[config.mk]
export PLATFORM = sky130hd
export DESIGN_NAME = ucirq_ctrl
export DESIGN_NICKNAME = d
export VERILOG_FILES = /design/src/logic/ucirq_pkg.sv /design/src/logic/ucirq_ctrl.sv
export SDC_FILE = /design/constraint.sdc
export NUM_CORES = 1
export LEC_CHECK = 0
export BUFFER_PORTS_ARGS = -buffer_cell sky130_fd_sc_hd__buf_2
export CAP_MARGIN = 20
export CORE_ASPECT_RATIO = 0.9
export CORE_MARGIN = 2
export CORE_UTILIZATION = 44
export CTS_CLUSTER_DIAMETER = 60
export CTS_CLUSTER_SIZE = 16
export DETAILED_ROUTE_END_ITERATION = 16
export PLACE_DENSITY_LB_ADDON = 0.3
export SETUP_SLACK_MARGIN = 0.05
export SKIP_LAST_GASP = 1
export SYNTH_ARGS = -nofsm -noshare
export SYNTH_HDL_FRONTEND = slang
export SYNTH_SLANG_ARGS = --single-unit
[constraint.sdc]
create_clock -name SYS_CLK -period 2 [get_ports SYS_CLK]
set_clock_uncertainty 0.1 [all_clocks]
set_input_delay 0.1 -clock SYS_CLK [delete_from_list [all_inputs] [get_ports SYS_CLK]]
set_output_delay 0.1 -clock SYS_CLK [all_outputs]
set_load 0.1 [all_outputs]
[src/logic/ucirq_pkg.sv]
package ucirq_pkg;
    // Byte addresses of the register words on the bus.
    localparam logic [4:0] ADDR_MASK = 5'h00;
    localparam logic [4:0] ADDR_STATUS = 5'h04;
    localparam logic [4:0] ADDR_LINE = 5'h08;
    localparam logic [4:0] ADDR_MODEM = 5'h0c;
    localparam logic [4:0] ADDR_CTRL = 5'h10;
    localparam int ADDR_W = 5;

    // Field positions of the interrupt mask.
    localparam int MASK_RX = 0;
    localparam int MASK_TX = 1;
    localparam int MASK_LINE = 2;
    localparam int MASK_MODEM = 3;
    localparam int MASK_SLEEP = 4;
    localparam int MASK_XOFF = 5;
    localparam int MASK_RTS = 6;
    localparam int MASK_CTS = 7;
    localparam logic [7:0] MASK_RESET = 8'h00;
    localparam logic [7:0] MASK_ENH_BITS = 8'hf0;

    // Field positions of the control word.
    localparam int CTRL_FIFO_EN = 0;
    localparam int CTRL_ENH_EN = 1;
    localparam int CTRL_AUTO_RTS = 2;
    localparam int CTRL_AUTO_CTS = 3;
    localparam logic [3:0] CTRL_RESET = 4'h0;

    // Six-bit source codes, highest priority first.
    localparam logic [5:0] CODE_LINE = 6'h06;
    localparam logic [5:0] CODE_TIMEOUT = 6'h0c;
    localparam logic [5:0] CODE_RX = 6'h04;
    localparam logic [5:0] CODE_TX = 6'h02;
    localparam logic [5:0] CODE_MODEM = 6'h00;
    localparam logic [5:0] CODE_XOFF = 6'h10;
    localparam logic [5:0] CODE_FLOW = 6'h20;
    localparam logic [5:0] CODE_NONE = 6'h01;

    // Receive timeout: four character times plus twelve bit times.
    localparam int TIMEOUT_CHARS = 4;
    localparam int TIMEOUT_BITS = 12;

    // Bus responses.
    localparam logic [1:0] RESP_OKAY = 2'h0;
    localparam logic [1:0] RESP_SLVERR = 2'h2;
endpackage

[src/logic/ucirq_ctrl.sv]
// How it works
// - FIFO mode raises receive interrupt at trigger.
// - Data ready set on push, cleared empty.
// - FIFO on and mask bits 0-3 clear: polled.
// - Line state reports overrun, errors, transmit empties.
// - Mask bit 0 enables receive data interrupt.
// - Mask bit 1 raises transmit ready, also when set.
// - Overrun at once, char errors at head.
// - Mask bit 3 raises modem interrupt on deltas.
// - Mask bits 4-7 writable only when enhanced.
// - RTS rising raises interrupt under auto RTS.
// - CTS rising raises interrupt under auto CTS.
// - Status read returns highest priority pending source.
// - Timeout after four chars plus twelve bits.
// - Line read clears bits 1-4, not 7.
// - Receive clears below trigger; timeout on pop.
// - Transmit cleared by status read or push.
// - Modem read clears modem and flow interrupts.
// - Xoff or special match raises interrupt.
// - Status read clears Xoff; special also next char.
// - Reset clears every mask bit and sleep.
// - Status bit 0 low while anything pending.
// - Fixed priority order and six-bit codes.
// - Status bits 7 and 6 show FIFO enable.
//
// Local design decisions: the placing of the registers and the AXI4-Lite slave port.
module ucirq_ctrl #(
    parameter int LVL_W = 7
) (
    input wire logic SYS_CLK,
    input wire logic SYS_RST,
    input wire logic [ucirq_pkg::ADDR_W-1:0] S_AXI_AWADDR,
    input wire logic S_AXI_AWVALID,
    output logic S_AXI_AWREADY,
    input wire logic [31:0] S_AXI_WDATA,
    input wire logic [3:0] S_AXI_WSTRB,
    input wire logic S_AXI_WVALID,
    output logic S_AXI_WREADY,
    output logic [1:0] S_AXI_BRESP,
    output logic S_AXI_BVALID,
    input wire logic S_AXI_BREADY,
    input wire logic [ucirq_pkg::ADDR_W-1:0] S_AXI_ARADDR,
    input wire logic S_AXI_ARVALID,
    output logic S_AXI_ARREADY,
    output logic [31:0] S_AXI_RDATA,
    output logic [1:0] S_AXI_RRESP,
    output logic S_AXI_RVALID,
    input wire logic S_AXI_RREADY,
    input wire logic [LVL_W-1:0] RX_LEVEL,
    input wire logic [LVL_W-1:0] RX_TRIG,
    input wire logic RX_PUSH,
    input wire logic RX_POP,
    input wire logic RX_OVERRUN,
    input wire logic RX_HEAD_NEW,
    input wire logic [2:0] RX_HEAD_ERR,
    input wire logic RX_FIFO_HAS_ERR,
    input wire logic [LVL_W-1:0] TX_LEVEL,
    input wire logic [LVL_W-1:0] TX_TRIG,
    input wire logic TX_PUSH,
    input wire logic TX_SHIFT_EMPTY,
    input wire logic BIT_TICK,
    input wire logic [3:0] CHAR_BITS,
    input wire logic [3:0] MODEM_LVL,
    input wire logic [3:0] MODEM_CHG,
    input wire logic XOFF_MATCH,
    input wire logic SPECIAL_MATCH,
    input wire logic RTS_LVL,
    input wire logic CTS_N,
    output logic IRQ,
    output logic POLLED_MODE,
    output logic SLEEP_EN
);
    import ucirq_pkg::*;

    // Picks the code of the highest pending source; order is fixed.
    function automatic logic [5:0] pick_code(input logic [6:0] p);
        logic [5:0] c;
        c = CODE_NONE;
        if (p[0]) c = CODE_LINE;
        else if (p[1]) c = CODE_TIMEOUT;
        else if (p[2]) c = CODE_RX;
        else if (p[3]) c = CODE_TX;
        else if (p[4]) c = CODE_MODEM;
        else if (p[5]) c = CODE_XOFF;
        else if (p[6]) c = CODE_FLOW;
        return c;
    endfunction

    logic [7:0] mask_reg, mask_next;
    logic [3:0] ctrl_reg;
    logic [3:0] line_err_reg;
    logic [3:0] delta_reg;
    logic tx_pend_reg, to_pend_reg, xoff_pend_reg, spc_pend_reg;
    logic rts_pend_reg, cts_pend_reg;
    logic tx_cond_reg, rts_prev_reg;
    logic cts_s1_reg, cts_s2_reg, cts_s3_reg, cts_lvl_reg;
    logic [7:0] to_cnt_reg;
    logic aw_got_reg, w_got_reg;
    logic [ADDR_W-1:0] waddr_reg;
    logic [7:0] wdata_reg;
    logic wbyte_reg;

    // Mode and condition decode.
    wire fifo_en = ctrl_reg[CTRL_FIFO_EN];
    wire enh_en = ctrl_reg[CTRL_ENH_EN];
    wire rx_cond = fifo_en ? (RX_LEVEL >= RX_TRIG) : (RX_LEVEL != '0);
    wire tx_cond = fifo_en ? (TX_LEVEL < TX_TRIG) : (TX_LEVEL == '0);
    wire [9:0] to_limit = 10'(TIMEOUT_CHARS) * 10'(CHAR_BITS) + 10'(TIMEOUT_BITS);
    wire to_run = fifo_en && (RX_LEVEL != '0) && !RX_PUSH && !RX_POP;

    // Line state word, bit 0 follows the FIFO fill directly.
    wire [7:0] line_word = {RX_FIFO_HAS_ERR,
                            (TX_LEVEL == '0) && TX_SHIFT_EMPTY,
                            TX_LEVEL == '0,
                            line_err_reg,
                            RX_LEVEL != '0};

    // Enabled pending sources in priority order.
    wire [6:0] pend = {
        (rts_pend_reg || cts_pend_reg),
        mask_reg[MASK_XOFF] && (xoff_pend_reg || spc_pend_reg),
        mask_reg[MASK_MODEM] && (delta_reg != 4'h0),
        mask_reg[MASK_TX] && tx_pend_reg,
        mask_reg[MASK_RX] && rx_cond,
        mask_reg[MASK_RX] && to_pend_reg,
        mask_reg[MASK_LINE] && (line_err_reg != 4'h0)};
    wire [5:0] cur_code = pick_code(pend);

    // Bus handshakes and the accesses they carry.
    wire ar_hs = S_AXI_ARVALID && S_AXI_ARREADY;
    wire w_do = aw_got_reg && w_got_reg && !S_AXI_BVALID;
    wire rd_status = ar_hs && (S_AXI_ARADDR == ADDR_STATUS);
    wire rd_line = ar_hs && (S_AXI_ARADDR == ADDR_LINE);
    wire rd_modem = ar_hs && (S_AXI_ARADDR == ADDR_MODEM);
    wire wr_mask = w_do && wbyte_reg && (waddr_reg == ADDR_MASK);
    wire wr_ctrl = w_do && wbyte_reg && (waddr_reg == ADDR_CTRL);
    wire w_mapped = (waddr_reg == ADDR_MASK) || (waddr_reg == ADDR_CTRL);
    wire r_mapped = (S_AXI_ARADDR == ADDR_MASK) || (S_AXI_ARADDR == ADDR_STATUS)
                    || (S_AXI_ARADDR == ADDR_LINE) || (S_AXI_ARADDR == ADDR_MODEM)
                    || (S_AXI_ARADDR == ADDR_CTRL);

    // The upper mask bits keep their value unless enhanced mode is on.
    assign mask_next = enh_en ? wdata_reg
                              : ((mask_reg & MASK_ENH_BITS) | (wdata_reg & ~MASK_ENH_BITS));

    // Read data mux; status reads carry FIFO enable in bits 7 and 6.
    wire [7:0] rd_byte =
        (S_AXI_ARADDR == ADDR_MASK) ? mask_reg :
        (S_AXI_ARADDR == ADDR_STATUS) ? {fifo_en, fifo_en, cur_code} :
        (S_AXI_ARADDR == ADDR_LINE) ? line_word :
        (S_AXI_ARADDR == ADDR_MODEM) ? {MODEM_LVL, delta_reg} :
        (S_AXI_ARADDR == ADDR_CTRL) ? {4'h0, ctrl_reg} : 8'h00;

    // Flow events: RTS is our own logic, CTS comes from a pin.
    wire rts_rise = RTS_LVL && !rts_prev_reg;
    wire cts_rise = (cts_s2_reg == cts_s3_reg) && cts_s3_reg && !cts_lvl_reg;

    // Write channel: address and data are taken in either order.
    always_ff @(posedge SYS_CLK) begin
        if (SYS_RST) begin
            aw_got_reg <= 1'b0;
            w_got_reg <= 1'b0;
            waddr_reg <= '0;
            wdata_reg <= 8'h00;
            wbyte_reg <= 1'b0;
            S_AXI_AWREADY <= 1'b0;
            S_AXI_WREADY <= 1'b0;
            S_AXI_BVALID <= 1'b0;
            S_AXI_BRESP <= RESP_OKAY;
        end else begin
            S_AXI_AWREADY <= !aw_got_reg && !(S_AXI_AWVALID && S_AXI_AWREADY);
            S_AXI_WREADY <= !w_got_reg && !(S_AXI_WVALID && S_AXI_WREADY);
            if (S_AXI_AWVALID && S_AXI_AWREADY) begin
                aw_got_reg <= 1'b1;
                waddr_reg <= S_AXI_AWADDR;
            end
            if (S_AXI_WVALID && S_AXI_WREADY) begin
                w_got_reg <= 1'b1;
                wdata_reg <= S_AXI_WDATA[7:0];
                wbyte_reg <= S_AXI_WSTRB[0];
            end
            if (w_do) begin
                S_AXI_BVALID <= 1'b1;
                S_AXI_BRESP <= w_mapped ? RESP_OKAY : RESP_SLVERR;
                aw_got_reg <= 1'b0;
                w_got_reg <= 1'b0;
                S_AXI_AWREADY <= 1'b0;
                S_AXI_WREADY <= 1'b0;
            end else if (S_AXI_BVALID && S_AXI_BREADY) begin
                S_AXI_BVALID <= 1'b0;
                S_AXI_AWREADY <= 1'b1;
                S_AXI_WREADY <= 1'b1;
            end
        end
    end

    // Read channel: one read in flight; its side effects act on the address edge.
    always_ff @(posedge SYS_CLK) begin
        if (SYS_RST) begin
            S_AXI_ARREADY <= 1'b0;
            S_AXI_RVALID <= 1'b0;
            S_AXI_RDATA <= 32'h0000_0000;
            S_AXI_RRESP <= RESP_OKAY;
        end else if (ar_hs) begin
            S_AXI_ARREADY <= 1'b0;
            S_AXI_RVALID <= 1'b1;
            S_AXI_RDATA <= {24'h00_0000, rd_byte};
            S_AXI_RRESP <= r_mapped ? RESP_OKAY : RESP_SLVERR;
        end else if (S_AXI_RVALID && S_AXI_RREADY) begin
            S_AXI_RVALID <= 1'b0;
            S_AXI_ARREADY <= 1'b1;
        end else begin
            S_AXI_ARREADY <= !S_AXI_RVALID;
        end
    end

    // Software settings; the reset value leaves every source masked.
    always_ff @(posedge SYS_CLK) begin
        if (SYS_RST) begin
            mask_reg <= MASK_RESET;
            ctrl_reg <= CTRL_RESET;
        end else begin
            if (wr_mask) mask_reg <= mask_next;
            if (wr_ctrl) ctrl_reg <= wdata_reg[3:0];
        end
    end

    // Line errors: overrun at once, character errors as the byte reaches the head.
    // A new error in the clearing cycle survives, since set wins over clear.
    always_ff @(posedge SYS_CLK) begin
        if (SYS_RST) begin
            line_err_reg <= 4'h0;
        end else begin
            line_err_reg <= (rd_line ? 4'h0 : line_err_reg)
                            | {RX_HEAD_NEW ? RX_HEAD_ERR : 3'h0, RX_OVERRUN};
        end
    end

    // Modem deltas are sticky until the modem word is read.
    always_ff @(posedge SYS_CLK) begin
        if (SYS_RST) begin
            delta_reg <= 4'h0;
        end else begin
            delta_reg <= (rd_modem ? 4'h0 : delta_reg) | MODEM_CHG;
        end
    end

    // Receive timeout counts bit ticks of silence while data waits.
    // Any push or pop restarts it, so an active stream never times out.
    always_ff @(posedge SYS_CLK) begin
        if (SYS_RST) begin
            to_cnt_reg <= 8'h00;
            to_pend_reg <= 1'b0;
        end else begin
            if (!to_run) to_cnt_reg <= 8'h00;
            else if (BIT_TICK && !to_pend_reg) to_cnt_reg <= to_cnt_reg + 8'h01;
            if (to_run && ({2'b00, to_cnt_reg} >= to_limit)) to_pend_reg <= 1'b1;
            else if (RX_POP) to_pend_reg <= 1'b0;
        end
    end

    // Transmit ready is an event: a rising condition or enabling while it holds.
    always_ff @(posedge SYS_CLK) begin
        if (SYS_RST) begin
            tx_cond_reg <= 1'b0;
            tx_pend_reg <= 1'b0;
        end else begin
            tx_cond_reg <= tx_cond;
            if ((tx_cond && !tx_cond_reg)
                || (wr_mask && mask_next[MASK_TX] && !mask_reg[MASK_TX] && tx_cond)) begin
                tx_pend_reg <= 1'b1;
            end else if (TX_PUSH || (rd_status && cur_code == CODE_TX)) begin
                tx_pend_reg <= 1'b0;
            end
        end
    end

    // Xoff and special character flags; the special one also ends on the next byte.
    always_ff @(posedge SYS_CLK) begin
        if (SYS_RST) begin
            xoff_pend_reg <= 1'b0;
            spc_pend_reg <= 1'b0;
        end else begin
            if (XOFF_MATCH) xoff_pend_reg <= 1'b1;
            else if (rd_status && cur_code == CODE_XOFF) xoff_pend_reg <= 1'b0;
            if (SPECIAL_MATCH) spc_pend_reg <= 1'b1;
            else if (RX_PUSH || (rd_status && cur_code == CODE_XOFF)) spc_pend_reg <= 1'b0;
        end
    end

    // CTS pin passes three flops; a change counts once the last two agree.
    // They reset to the released high level, so leaving reset makes no false rise.
    always_ff @(posedge SYS_CLK) begin
        if (SYS_RST) begin
            cts_s1_reg <= 1'b1;
            cts_s2_reg <= 1'b1;
            cts_s3_reg <= 1'b1;
            cts_lvl_reg <= 1'b1;
            rts_prev_reg <= 1'b0;
        end else begin
            cts_s1_reg <= CTS_N;
            cts_s2_reg <= cts_s1_reg;
            cts_s3_reg <= cts_s2_reg;
            if (cts_s2_reg == cts_s3_reg) cts_lvl_reg <= cts_s3_reg;
            rts_prev_reg <= RTS_LVL;
        end
    end

    // Flow transition flags, armed only with the matching auto mode.
    always_ff @(posedge SYS_CLK) begin
        if (SYS_RST) begin
            rts_pend_reg <= 1'b0;
            cts_pend_reg <= 1'b0;
        end else begin
            if (rts_rise && mask_reg[MASK_RTS] && ctrl_reg[CTRL_AUTO_RTS]) begin
                rts_pend_reg <= 1'b1;
            end else if (rd_modem) begin
                rts_pend_reg <= 1'b0;
            end
            if (cts_rise && mask_reg[MASK_CTS] && ctrl_reg[CTRL_AUTO_CTS]) begin
                cts_pend_reg <= 1'b1;
            end else if (rd_modem) begin
                cts_pend_reg <= 1'b0;
            end
        end
    end

    // Registered outputs toward the rest of the channel and the host.
    always_ff @(posedge SYS_CLK) begin
        if (SYS_RST) begin
            IRQ <= 1'b0;
            POLLED_MODE <= 1'b0;
            SLEEP_EN <= 1'b0;
        end else begin
            IRQ <= (pend != 7'h00);
            POLLED_MODE <= fifo_en && (mask_reg[3:0] == 4'h0);
            SLEEP_EN <= mask_reg[MASK_SLEEP];
        end
    end
endmodule

# [Word-level counts from Yosys, hierarchy flattened]
# Index checks and enable logic that the tools add are counted.
[word_totals] romBits=0 ff_bits=76 output_inout_bits=44 latch_bits=0 ramBits=0 in_bits=108 memories=0 elab_cells=171
[op_classes] n_mux=38 eq_ne=8 shifts=0 bitwise=4 reduce_logical=83 n_div=0 multipliers=0 n_addsub=2 magnitude_cmp=3
[op_table] cell="6-bit 2-to-1 mux" count=7
[op_table] cell="1-bit logical AND" count=41
[op_table] cell="8-bit 2-to-1 mux" count=5
[op_table] cell="1-bit 2-to-1 mux" count=20
[op_table] cell="2-bit nonzero test" count=8
[op_table] cell="7-bit nonzero test" count=2
[op_table] cell="1-bit zero test" count=13
[op_table] cell="4-bit 2-to-1 mux" count=3
[op_table] cell="5-bit by 4-bit == test with 1-bit output (second input constant)" count=2
[op_table] cell="5-bit == test (second input constant)" count=2
[op_table] cell="5-bit zero test" count=2
[op_table] cell="1-bit logical OR" count=10
[op_table] cell="8-bit by 1-bit adder with 8-bit output (second input constant)" count=1
[op_table] cell="8-bit by 7-bit >= comparator with 1-bit output" count=1
[op_table] cell="4-bit bitwise OR" count=2
[op_table] cell="8-bit by 4-bit bitwise OR with 8-bit output" count=1
[op_table] cell="4-bit nonzero test" count=2
[op_table] cell="6-bit by 4-bit adder with 7-bit output (second input constant)" count=1
[op_table] cell="7-bit >= comparator" count=1
[op_table] cell="7-bit zero test" count=1
[op_table] cell="7-bit < comparator" count=1
[op_table] cell="6-bit by 2-bit == test with 1-bit output (second input constant)" count=1
[op_table] cell="6-bit by 5-bit == test with 1-bit output (second input constant)" count=1
[op_table] cell="2-bit OR reduction" count=3
[op_table] cell="6 further kinds" count=7

# [Logic depth before layout (Yosys ltp)]
# Gate-level depths: netlist of the first run.
[depth] ltp_word=13 mapped_depth=7 depth_no_buf=7

# [Least setup slack after synthesis of the first run]
# Ideal clock, no wire load.
[synth_timing] path_kind="register -> register" from="register S_AXI_BVALID" to="register tx_pend_reg" required_ns=1.825 t_arrival_ns=2.076 path_slack_ns=-0.251 setup_time_ns=0.075 period_less_slack_ns=2.251 path_buffers=1 stages_incl_launch_ff=6 cell_sequence="dfxtp_1 -> nand3b_2 -> or4b_4 -> buf_6 -> o31a_1 -> o22ai_1"
[synth_via] elab_chain_len=9 word_cells_on_any_way=10 classes_between="1 x mux; 9 x reduce/logical"
[synth_lines] element="from (decl)" line="ucirq_ctrl.sv:40" text="output logic S_AXI_BVALID,"
[synth_lines] element="from (signal assigned)" line="ucirq_ctrl.sv:168" text="S_AXI_BVALID <= 1'b0;"
[synth_lines] element="from (signal assigned)" line="ucirq_ctrl.sv:183" text="S_AXI_BVALID <= 1'b1;"
[synth_lines] element="from (signal assigned)" line="ucirq_ctrl.sv:190" text="S_AXI_BVALID <= 1'b0;"
[synth_lines] element="1-bit zero test (*)" line="ucirq_ctrl.sv:131" text="wire w_do = aw_got_reg && w_got_reg && !S_AXI_BVALID;"
[synth_lines] element="1-bit logical AND (*)" line="ucirq_ctrl.sv:131"
[synth_lines] element="1-bit logical AND (*) (2 in series)" line="ucirq_ctrl.sv:135" text="wire wr_mask = w_do && wbyte_reg && (waddr_reg == ADDR_MASK);"
[synth_lines] element="1-bit logical AND (*) (3 in series)" line="ucirq_ctrl.sv:270" text="|| (wr_mask && mask_next[MASK_TX] && !mask_reg[MASK_TX] && tx_cond)) begin"
[synth_lines] element="1-bit logical OR (*)" line="ucirq_ctrl.sv:270"
[synth_lines] element="1-bit 2-to-1 mux or 2-bit nonzero test (tied branches)"
[synth_lines] element="to (signal assigned)" line="ucirq_ctrl.sv:266" text="tx_pend_reg <= 1'b0;"
[synth_lines] element="to (signal assigned)" line="ucirq_ctrl.sv:271" text="tx_pend_reg <= 1'b1;"
[synth_lines] element="to (signal assigned)" line="ucirq_ctrl.sv:273" text="tx_pend_reg <= 1'b0;"
[synth_lines] element="to (decl)" line="ucirq_ctrl.sv:93" text="logic tx_pend_reg, to_pend_reg, xoff_pend_reg, spc_pend_reg;"
# Mark *: on every way between the ends. The rest lies on a longest branch, timed or not.
# A chain may end at the register's enable or synchronous reset.

# [Worst setup path after layout of the first run]
[layout_timing] from="register waddr_reg[0]" to="register tx_pend_reg"
[layout_via] elab_chain_len=7 word_cells_on_any_way=8 classes_between="1 x mux; 7 x reduce/logical"
[layout_lines] element="from (decl)" line="ucirq_ctrl.sv:99" text="logic [ADDR_W-1:0] waddr_reg;"
[layout_lines] element="from (signal assigned)" line="ucirq_ctrl.sv:163" text="waddr_reg <= '0;"
[layout_lines] element="from (signal assigned)" line="ucirq_ctrl.sv:175" text="waddr_reg <= S_AXI_AWADDR;"
[layout_lines] element="5-bit zero test (*)" line="ucirq_ctrl.sv:135"
[layout_lines] element="1-bit logical AND (*)" line="ucirq_ctrl.sv:135"
[layout_lines] element="1-bit logical AND (*) (3 in series)" line="ucirq_ctrl.sv:270"
[layout_lines] element="1-bit logical OR (*)" line="ucirq_ctrl.sv:270"
[layout_lines] element="1-bit 2-to-1 mux or 2-bit nonzero test (tied branches)"
# Marked as above.

==> out/metrics.cfg, run 1 <==
[timing]
fmax_mhz = 493
fin_crit_ns = 2.03
finalHoldViolCount = 0
maxSlewHeadroom_pct = 54.9
slew_viol_final = 0
rsz0062_at_grt = yes
setup_viol = 1
fin_crit_sh_pct = 101
setup_slack_ns = -0.0274
worst_pin_slew_ns = 0.676

[setup_path]
path_cells = or4_4, or4b_4, o31a_1, o22ai_1
cp-end-kind = register
critPathLaunch = waddr_reg[0]$_SDFFE_PP0P_
r2r_slack_ns = -0.03
cp.required_ns = 2.17
slowest_stage = or4b_4
r2r-start = waddr_reg[0]$_SDFFE_PP0P_
path_delay_family = simple AND/OR/NAND/NOR gates
cpPeakStageDelay_ns = 0.57
crit_fanout = 6
path_class = reg -> reg
reg2reg_depth = 4
crit_arrival_ns = 2.20
cp.buffers_inverters = 0
reg2reg_to = tx_pend_reg$_SDFFE_PP0P_
critPathLaunchType = register

[floorplan]
core_mm2 = 0.00857
ios = 152
core.rowCount = 32
die_h_um = 92.9
die_w_um = 103
start_util_pct = 45.1
die_area_mm2 = 0.00955

[synth]
synthCells = 478
synth_ff_type = dfxtp_1
ys_seq_elements = 74
avgSynthCellArea_um2 = 8.08
netlist-cell-type-count = 53
synth_edf_count = 0
yosys.area.top_type = dfxtp_1
yosysSeqAreaShare_pct = 38.3
synth_area_leaders = dfxtp_1, ha_1, nor2_1, nand2_1, buf_4
yosysWarnings = 0
synthDominantCellAreaShare_pct = 38.3
syn_area_mm2 = 0.00386
async_reset_ff_share_pct = 0

[clock_tree]
numCtsBuffers = 9
clk_pin_slew_ns = 0.08
cts_tree = yes
cts_buffer_depth = 2
cts_root_buffer = clkbuf_8
cts.sinks = 74
htreeDepth = 3
clkLatencyLatePin_ns = 0.35

[worst_hold_path]
min_from = S_AXI_ARADDR[0]
hp-class = in -> reg
holdPathEnd = S_AXI_RRESP[1]$_SDFFE_PP0P_
whs_path_depth = 3

[finish]
mostFrequentLayoutCells = buf_2, dfxtp_1, nor2_1, nand2_1, dlygate4sd3_1
design_area_mm2 = 0.00508
antennaDiodeCount = 0
syn_to_final_growth_pct = 31.4
fin_cells = 742
fin_nets = 748
mostFrequentLayoutCell = buf_2
drive_above_1_share_pct = 22.3

[global_routing]
grt-ovfl-total = 0
grt_pass1_vias = 3546
antenna_found_initial = 0
grt_first_pass_wirelength_um = 16100
track_usage_pct = 21.3
grt_max_degree = 69

[drt]
drt-pass1-iter-count = 5
ant_nets = 0
wl_per_cell_um = 13.4
drt_iter0_drc = 229
post-route-drc-count = 0
via_count = 3813
avgViaCountPerCell = 5.14
wl_um = 9930

[power]
p_int_mw = 2.62
power.density_mw_per_mm2 = 745
peakVddDrop_mv = 0.488
comb_power_share_pct = 20.8
p_leak_nw = 2.32
power_switching_mw = 1.16
power.share.sequential_pct = 41.4
switching_share_pct = 30.7
clkPwrFrac_pct = 37.7

[placement]
place_area_mm2 = 0.00440
place.gp.congestion = 0.899
dp_hpwl_um = 7260
portBuffers = 98
placedCellCount = 685

[outcome]
violations = setup timing
status = complete, but fails checks

[run]
maxCapViolCount = 0

[tightest hold or removal path, stage by stage]
cell and delay, ns:
buf_2 0.15, nor2_1 0.09, a311oi_1 0.08
[area by class of cell]
type / count / area (um2)
timing repair buffer: 150 / 981
clock inverter: 6 / 113
tap: 119 / 149
multi-input combinational: 359 / 2120
sequential: 74 / 1490
clock buffer: 10 / 138
fill: 777 / 3490
inverter: 24 / 90.1
[repair_timing]
item	CTS	global route
resized for setup	0	6
setup endpoints to repair	1	13
buffers inserted	0	1
pin swaps	0	1
hold endpoints to repair	35	0
hold buffers	40	0
[power by group through the flow]
stage / logic [mW] / clock network, mW / registers, mW
finish: 0.788 / 1.43 / 1.57
global route: 0.848 / 1.51 / 1.58
CTS: 0.783 / 1.46 / 1.57
detailed placement: 0.719 / 0 / 1.60
global placement: 0.707 / 0 / 1.60
floorplan: 0.463 / 0 / 1.73
[worst max-delay path by stage]
stage	end	cells past startpoint
2_1_floorplan	tx_pend_reg$_SDFFE_PP0P_	5
3_3_place_gp	IRQ$_SDFF_PP0_	8
3_5_place_dp	IRQ$_SDFF_PP0_	8
4_1_cts	tx_pend_reg$_SDFFE_PP0P_	4
5_1_grt	tx_pend_reg$_SDFFE_PP0P_	4
6_report	tx_pend_reg$_SDFFE_PP0P_	4
[cells in the mapped netlist, drive strengths merged (2+ instances only)]
| cell type | count |
|---|---|
| dfxtp | 74 |
| nor2 | 61 |
| nand2 | 57 |
| a21oi | 37 |
| buf | 28 |
| inv | 24 |
| ha | 22 |
| clkbuf | 18 |
| nor3 | 18 |
| o21ai | 16 |
| nand3 | 13 |
| mux2i | 12 |
| a211oi | 7 |
| nor2b | 7 |
| xor2 | 7 |
| a211o | 5 |
| a22oi | 5 |
| nor4 | 5 |
| a21o | 3 |
| a221oi | 3 |
| a31oi | 3 |
| and2 | 3 |
| nand2b | 3 |
| nand4 | 3 |
| nand4b | 3 |
| o22ai | 3 |
| or2 | 3 |
| or4 | 3 |
| a2111oi | 2 |
| a22o | 2 |
| a311oi | 2 |
| a31o | 2 |
| and3 | 2 |
| nand3b | 2 |
| nor3b | 2 |
| o2111ai | 2 |
| o211ai | 2 |
| o31a | 2 |
| o41ai | 2 |
| xnor2 | 2 |
[stage by stage]
step                setup WS (ns)  power (mW)  setup TNS [ns]  hold WS (ns)  util (%)
floorplan                  0.0170        2.19               0         0.104         -
global placement           0.0175        2.31               0         0.183      51.4
detailed placement        -0.0186        2.32         -0.0186         0.186      51.4
CTS                       -0.0271        3.81         -0.0271        0.0144      59.0
global route              -0.0753        3.94         -0.0782        0.0376      59.3
finish                    -0.0274        3.79         -0.0274        0.0307      59.3
[cell families after synthesis]
family          synth area share, %
xor+xnor                       2.04
fa+ha+maj                      7.12
simple gates                   23.1
flops                          38.3
compound gates                 16.7
mux                            3.11
buf+inv                        9.52
other cells                  0.0971
[routing by layer]
| layer | wire length, um | global-route usage, % | share of wire (%) |
|---|---|---|---|
| met5 | 0 | 0 | 0 |
| met4 | 151 | 5.92 | 1.5 |
| met3 | 757 | 4.75 | 7.6 |
| met2 | 4560 | 35.5 | 46 |
| met1 | 4460 | 27.6 | 45 |
(Power assumes the default switching activity.)
==> run 2: changes to the inputs <==
- CORE_UTILIZATION: 44 -> 46
- CTS_BUF_LIST: not set -> sky130_fd_sc_hd__clkbuf_4 sky130_fd_sc_hd__clkbuf_8
==> run 2 against run 1 <==
  * Worst hold slack got worse by 0.016 ns
  * The flow still finishes with violations (setup timing)
  * Largest power group unchanged
  * Via count down 2.4%
  * Core utilization increased by 1.9 points
  * Global-route usage down 0.18 points
  * Die area fell by 4.2%
  * Highest routed layer unchanged
  * Maximum frequency increased by 1.0%
  * Final area shrank 2.4%
  * Critical path type unchanged
  * Critical path depth unchanged
  * Clock power fell by 20%
  * Count of clock-buffer cells in the layout unchanged
  * Wire length is 2.7% lower
==> out/metrics.cfg, run 2 (same netlist as run 1, synthesis figures left out) <==
[outcome]
status = complete, but fails checks
violations = setup timing

[drt]
wl_um = 9660
wl_per_cell_um = 13.4
via_count = 3722
post-route-drc-count = 0
avgViaCountPerCell = 5.18
drt_iter0_drc = 236
drt-pass1-iter-count = 5
ant_nets = 0

[global_routing]
track_usage_pct = 21.1
busiest_layer = met2
grt.met2_usage_pct = 34.3
grtUsageMet1_pct = 27.4
gr-usage-met3_pct = 6.08
grt_max_degree = 69
antenna_found_initial = 0
grt-ovfl-total = 0
grt_pass1_vias = 3413
grt_first_pass_wirelength_um = 15500

[finish]
syn_to_final_growth_pct = 28.3
multiInputGateArea_mm2 = 0.00211
seqCellArea_mm2 = 0.00148
drive_above_1_share_pct = 22.1
antennaDiodeCount = 0
mostFrequentLayoutCells = buf_2, dfxtp_1, nor2_1, nand2_1, a21oi_1
design_area_mm2 = 0.00496
n_fill_cell = 705
fin_nets = 745
mostFrequentLayoutCell = buf_2

[setup_path]
reg2reg_to = tx_pend_reg$_SDFFE_PP0P_
r2r_slack_ns = -0.007
r2r-start = waddr_reg[0]$_SDFFE_PP0P_
reg2reg_depth = 4
cp-end-kind = register
cp.required_ns = 2.17
crit_fanout = 6
critPathLaunch = waddr_reg[0]$_SDFFE_PP0P_
critPathLaunchType = register
slowest_stage = or4b_4
path_class = reg -> reg
cpPeakStageDelay_ns = 0.56
crit_arrival_ns = 2.17
path_cells = or4_4, or4b_4, o31a_1, o22ai_1

[timing]
fmax_mhz = 498
setup_slack_ns = -0.00711
rsz0062_at_grt = yes
fin_crit_sh_pct = 100
maxSlewHeadroom_pct = 55.1
worst_pin_slew_ns = 0.674
fin_crit_ns = 2.01
finalHoldViolCount = 0
setup_viol = 1
slew_viol_final = 0

[floorplan]
die_area_mm2 = 0.00915
die_w_um = 101
core.rowCount = 31
die_h_um = 90.9
ios = 152
start_util_pct = 47.7
core_mm2 = 0.00811

[power]
comb_power_share_pct = 22.2
clkPwrFrac_pct = 32.8
switching_share_pct = 32.8
power.density_mw_per_mm2 = 703
p_int_mw = 2.34
peakVddDrop_mv = 0.491
power_switching_mw = 1.14
power.share.sequential_pct = 45.0
p_leak_nw = 2.27

[run]
maxCapViolCount = 0

[worst_hold_path]
min_from = RX_POP
whs_path_depth = 3
hp-class = in -> reg
holdPathEnd = to_pend_reg$_SDFFE_PP0P_

[placement]
portBuffers = 98
dp_hpwl_um = 7160
place.gp.congestion = 0.904
pre_cts_slack_ns = 0.0136
place_area_mm2 = 0.00439

[clock_tree]
clk_pin_slew_ns = 0.08
numCtsBuffers = 9
htreeDepth = 3
clkLatencyLatePin_ns = 0.35
cts_root_buffer = clkbuf_8
cts.sinks = 74
cts_buffer_depth = 2
cts_tree = yes

-- run 2: cell type report --
| class | count | share of cell area [%] |
|---|---|---|
| Clock inverter | 6 | 1.34 |
| Multi-Input combinational cell | 359 | 42.6 |
| Tap cell | 99 | 2.50 |
| Inverter | 24 | 1.82 |
| Timing Repair Buffer | 147 | 19.1 |
| Clock buffer | 10 | 2.65 |
| Sequential cell | 74 | 29.9 |
-- run 2: per-layer routing --
metal	up-vias	wire, um
met4	0	60
li1	1894	-
met2	157	4480
met1	1664	4410
met3	7	707
met5	-	0
-- run 2: worst max-delay path by stage --
stage                                              to  slack [ns]  cells past startpoint
after floorplan              tx_pend_reg$_SDFFE_PP0P_        0.02                      5
after global placement       tx_pend_reg$_SDFFE_PP0P_        0.04                      4
after detailed placement  S_AXI_RDATA[1]$_SDFFE_PP0P_        0.01                      8
after CTS                    tx_pend_reg$_SDFFE_PP0P_       -0.01                      4
after global routing         tx_pend_reg$_SDFFE_PP0P_       -0.06                      4
final                        tx_pend_reg$_SDFFE_PP0P_      -0.007                      4
-- run 2: metrics by stage --
stage | utilization [%] | hold slack, ns | setup TNS [ns] | power [mW] | instances
6_report | 61.2 | 0.0152 | -0.00711 | 3.49 | 719
5_1_grt | 61.2 | 0.00455 | -0.0632 | 3.65 | 719
4_1_cts | 61.0 | 0.00185 | -0.0134 | 3.51 | 718
3_5_place_dp | 54.1 | 0.187 | 0 | 2.32 | 666
3_3_place_gp | 54.1 | 0.182 | 0 | 2.31 | 666
2_1_floorplan | - | 0.104 | 0 | 2.19 | 503
-- run 2: power groups by stage --
stage	Sequential [mW]	Clock [mW]	Combinational, mW
6_report	1.57	1.14	0.775
3_3_place_gp	1.60	0	0.707
4_1_cts	1.57	1.17	0.773
5_1_grt	1.57	1.24	0.835
3_5_place_dp	1.60	0	0.719
2_1_floorplan	1.73	0	0.463
-- run 2: critical path: cells and delay by family (launching register included) --
kind            cells  cell delay [ns]
compound gates      2             0.41
flops               1             0.32
simple gates        2             1.09
-- run 2: repair_timing --
item	4_1_cts	5_1_grt
hold buffers	36	0
setup buffers	0	1
setup endpoints to repair	1	8
resized for setup	0	1
pin swaps	0	1
endpoints found under the hold margin	34	0
gates cloned	0	0
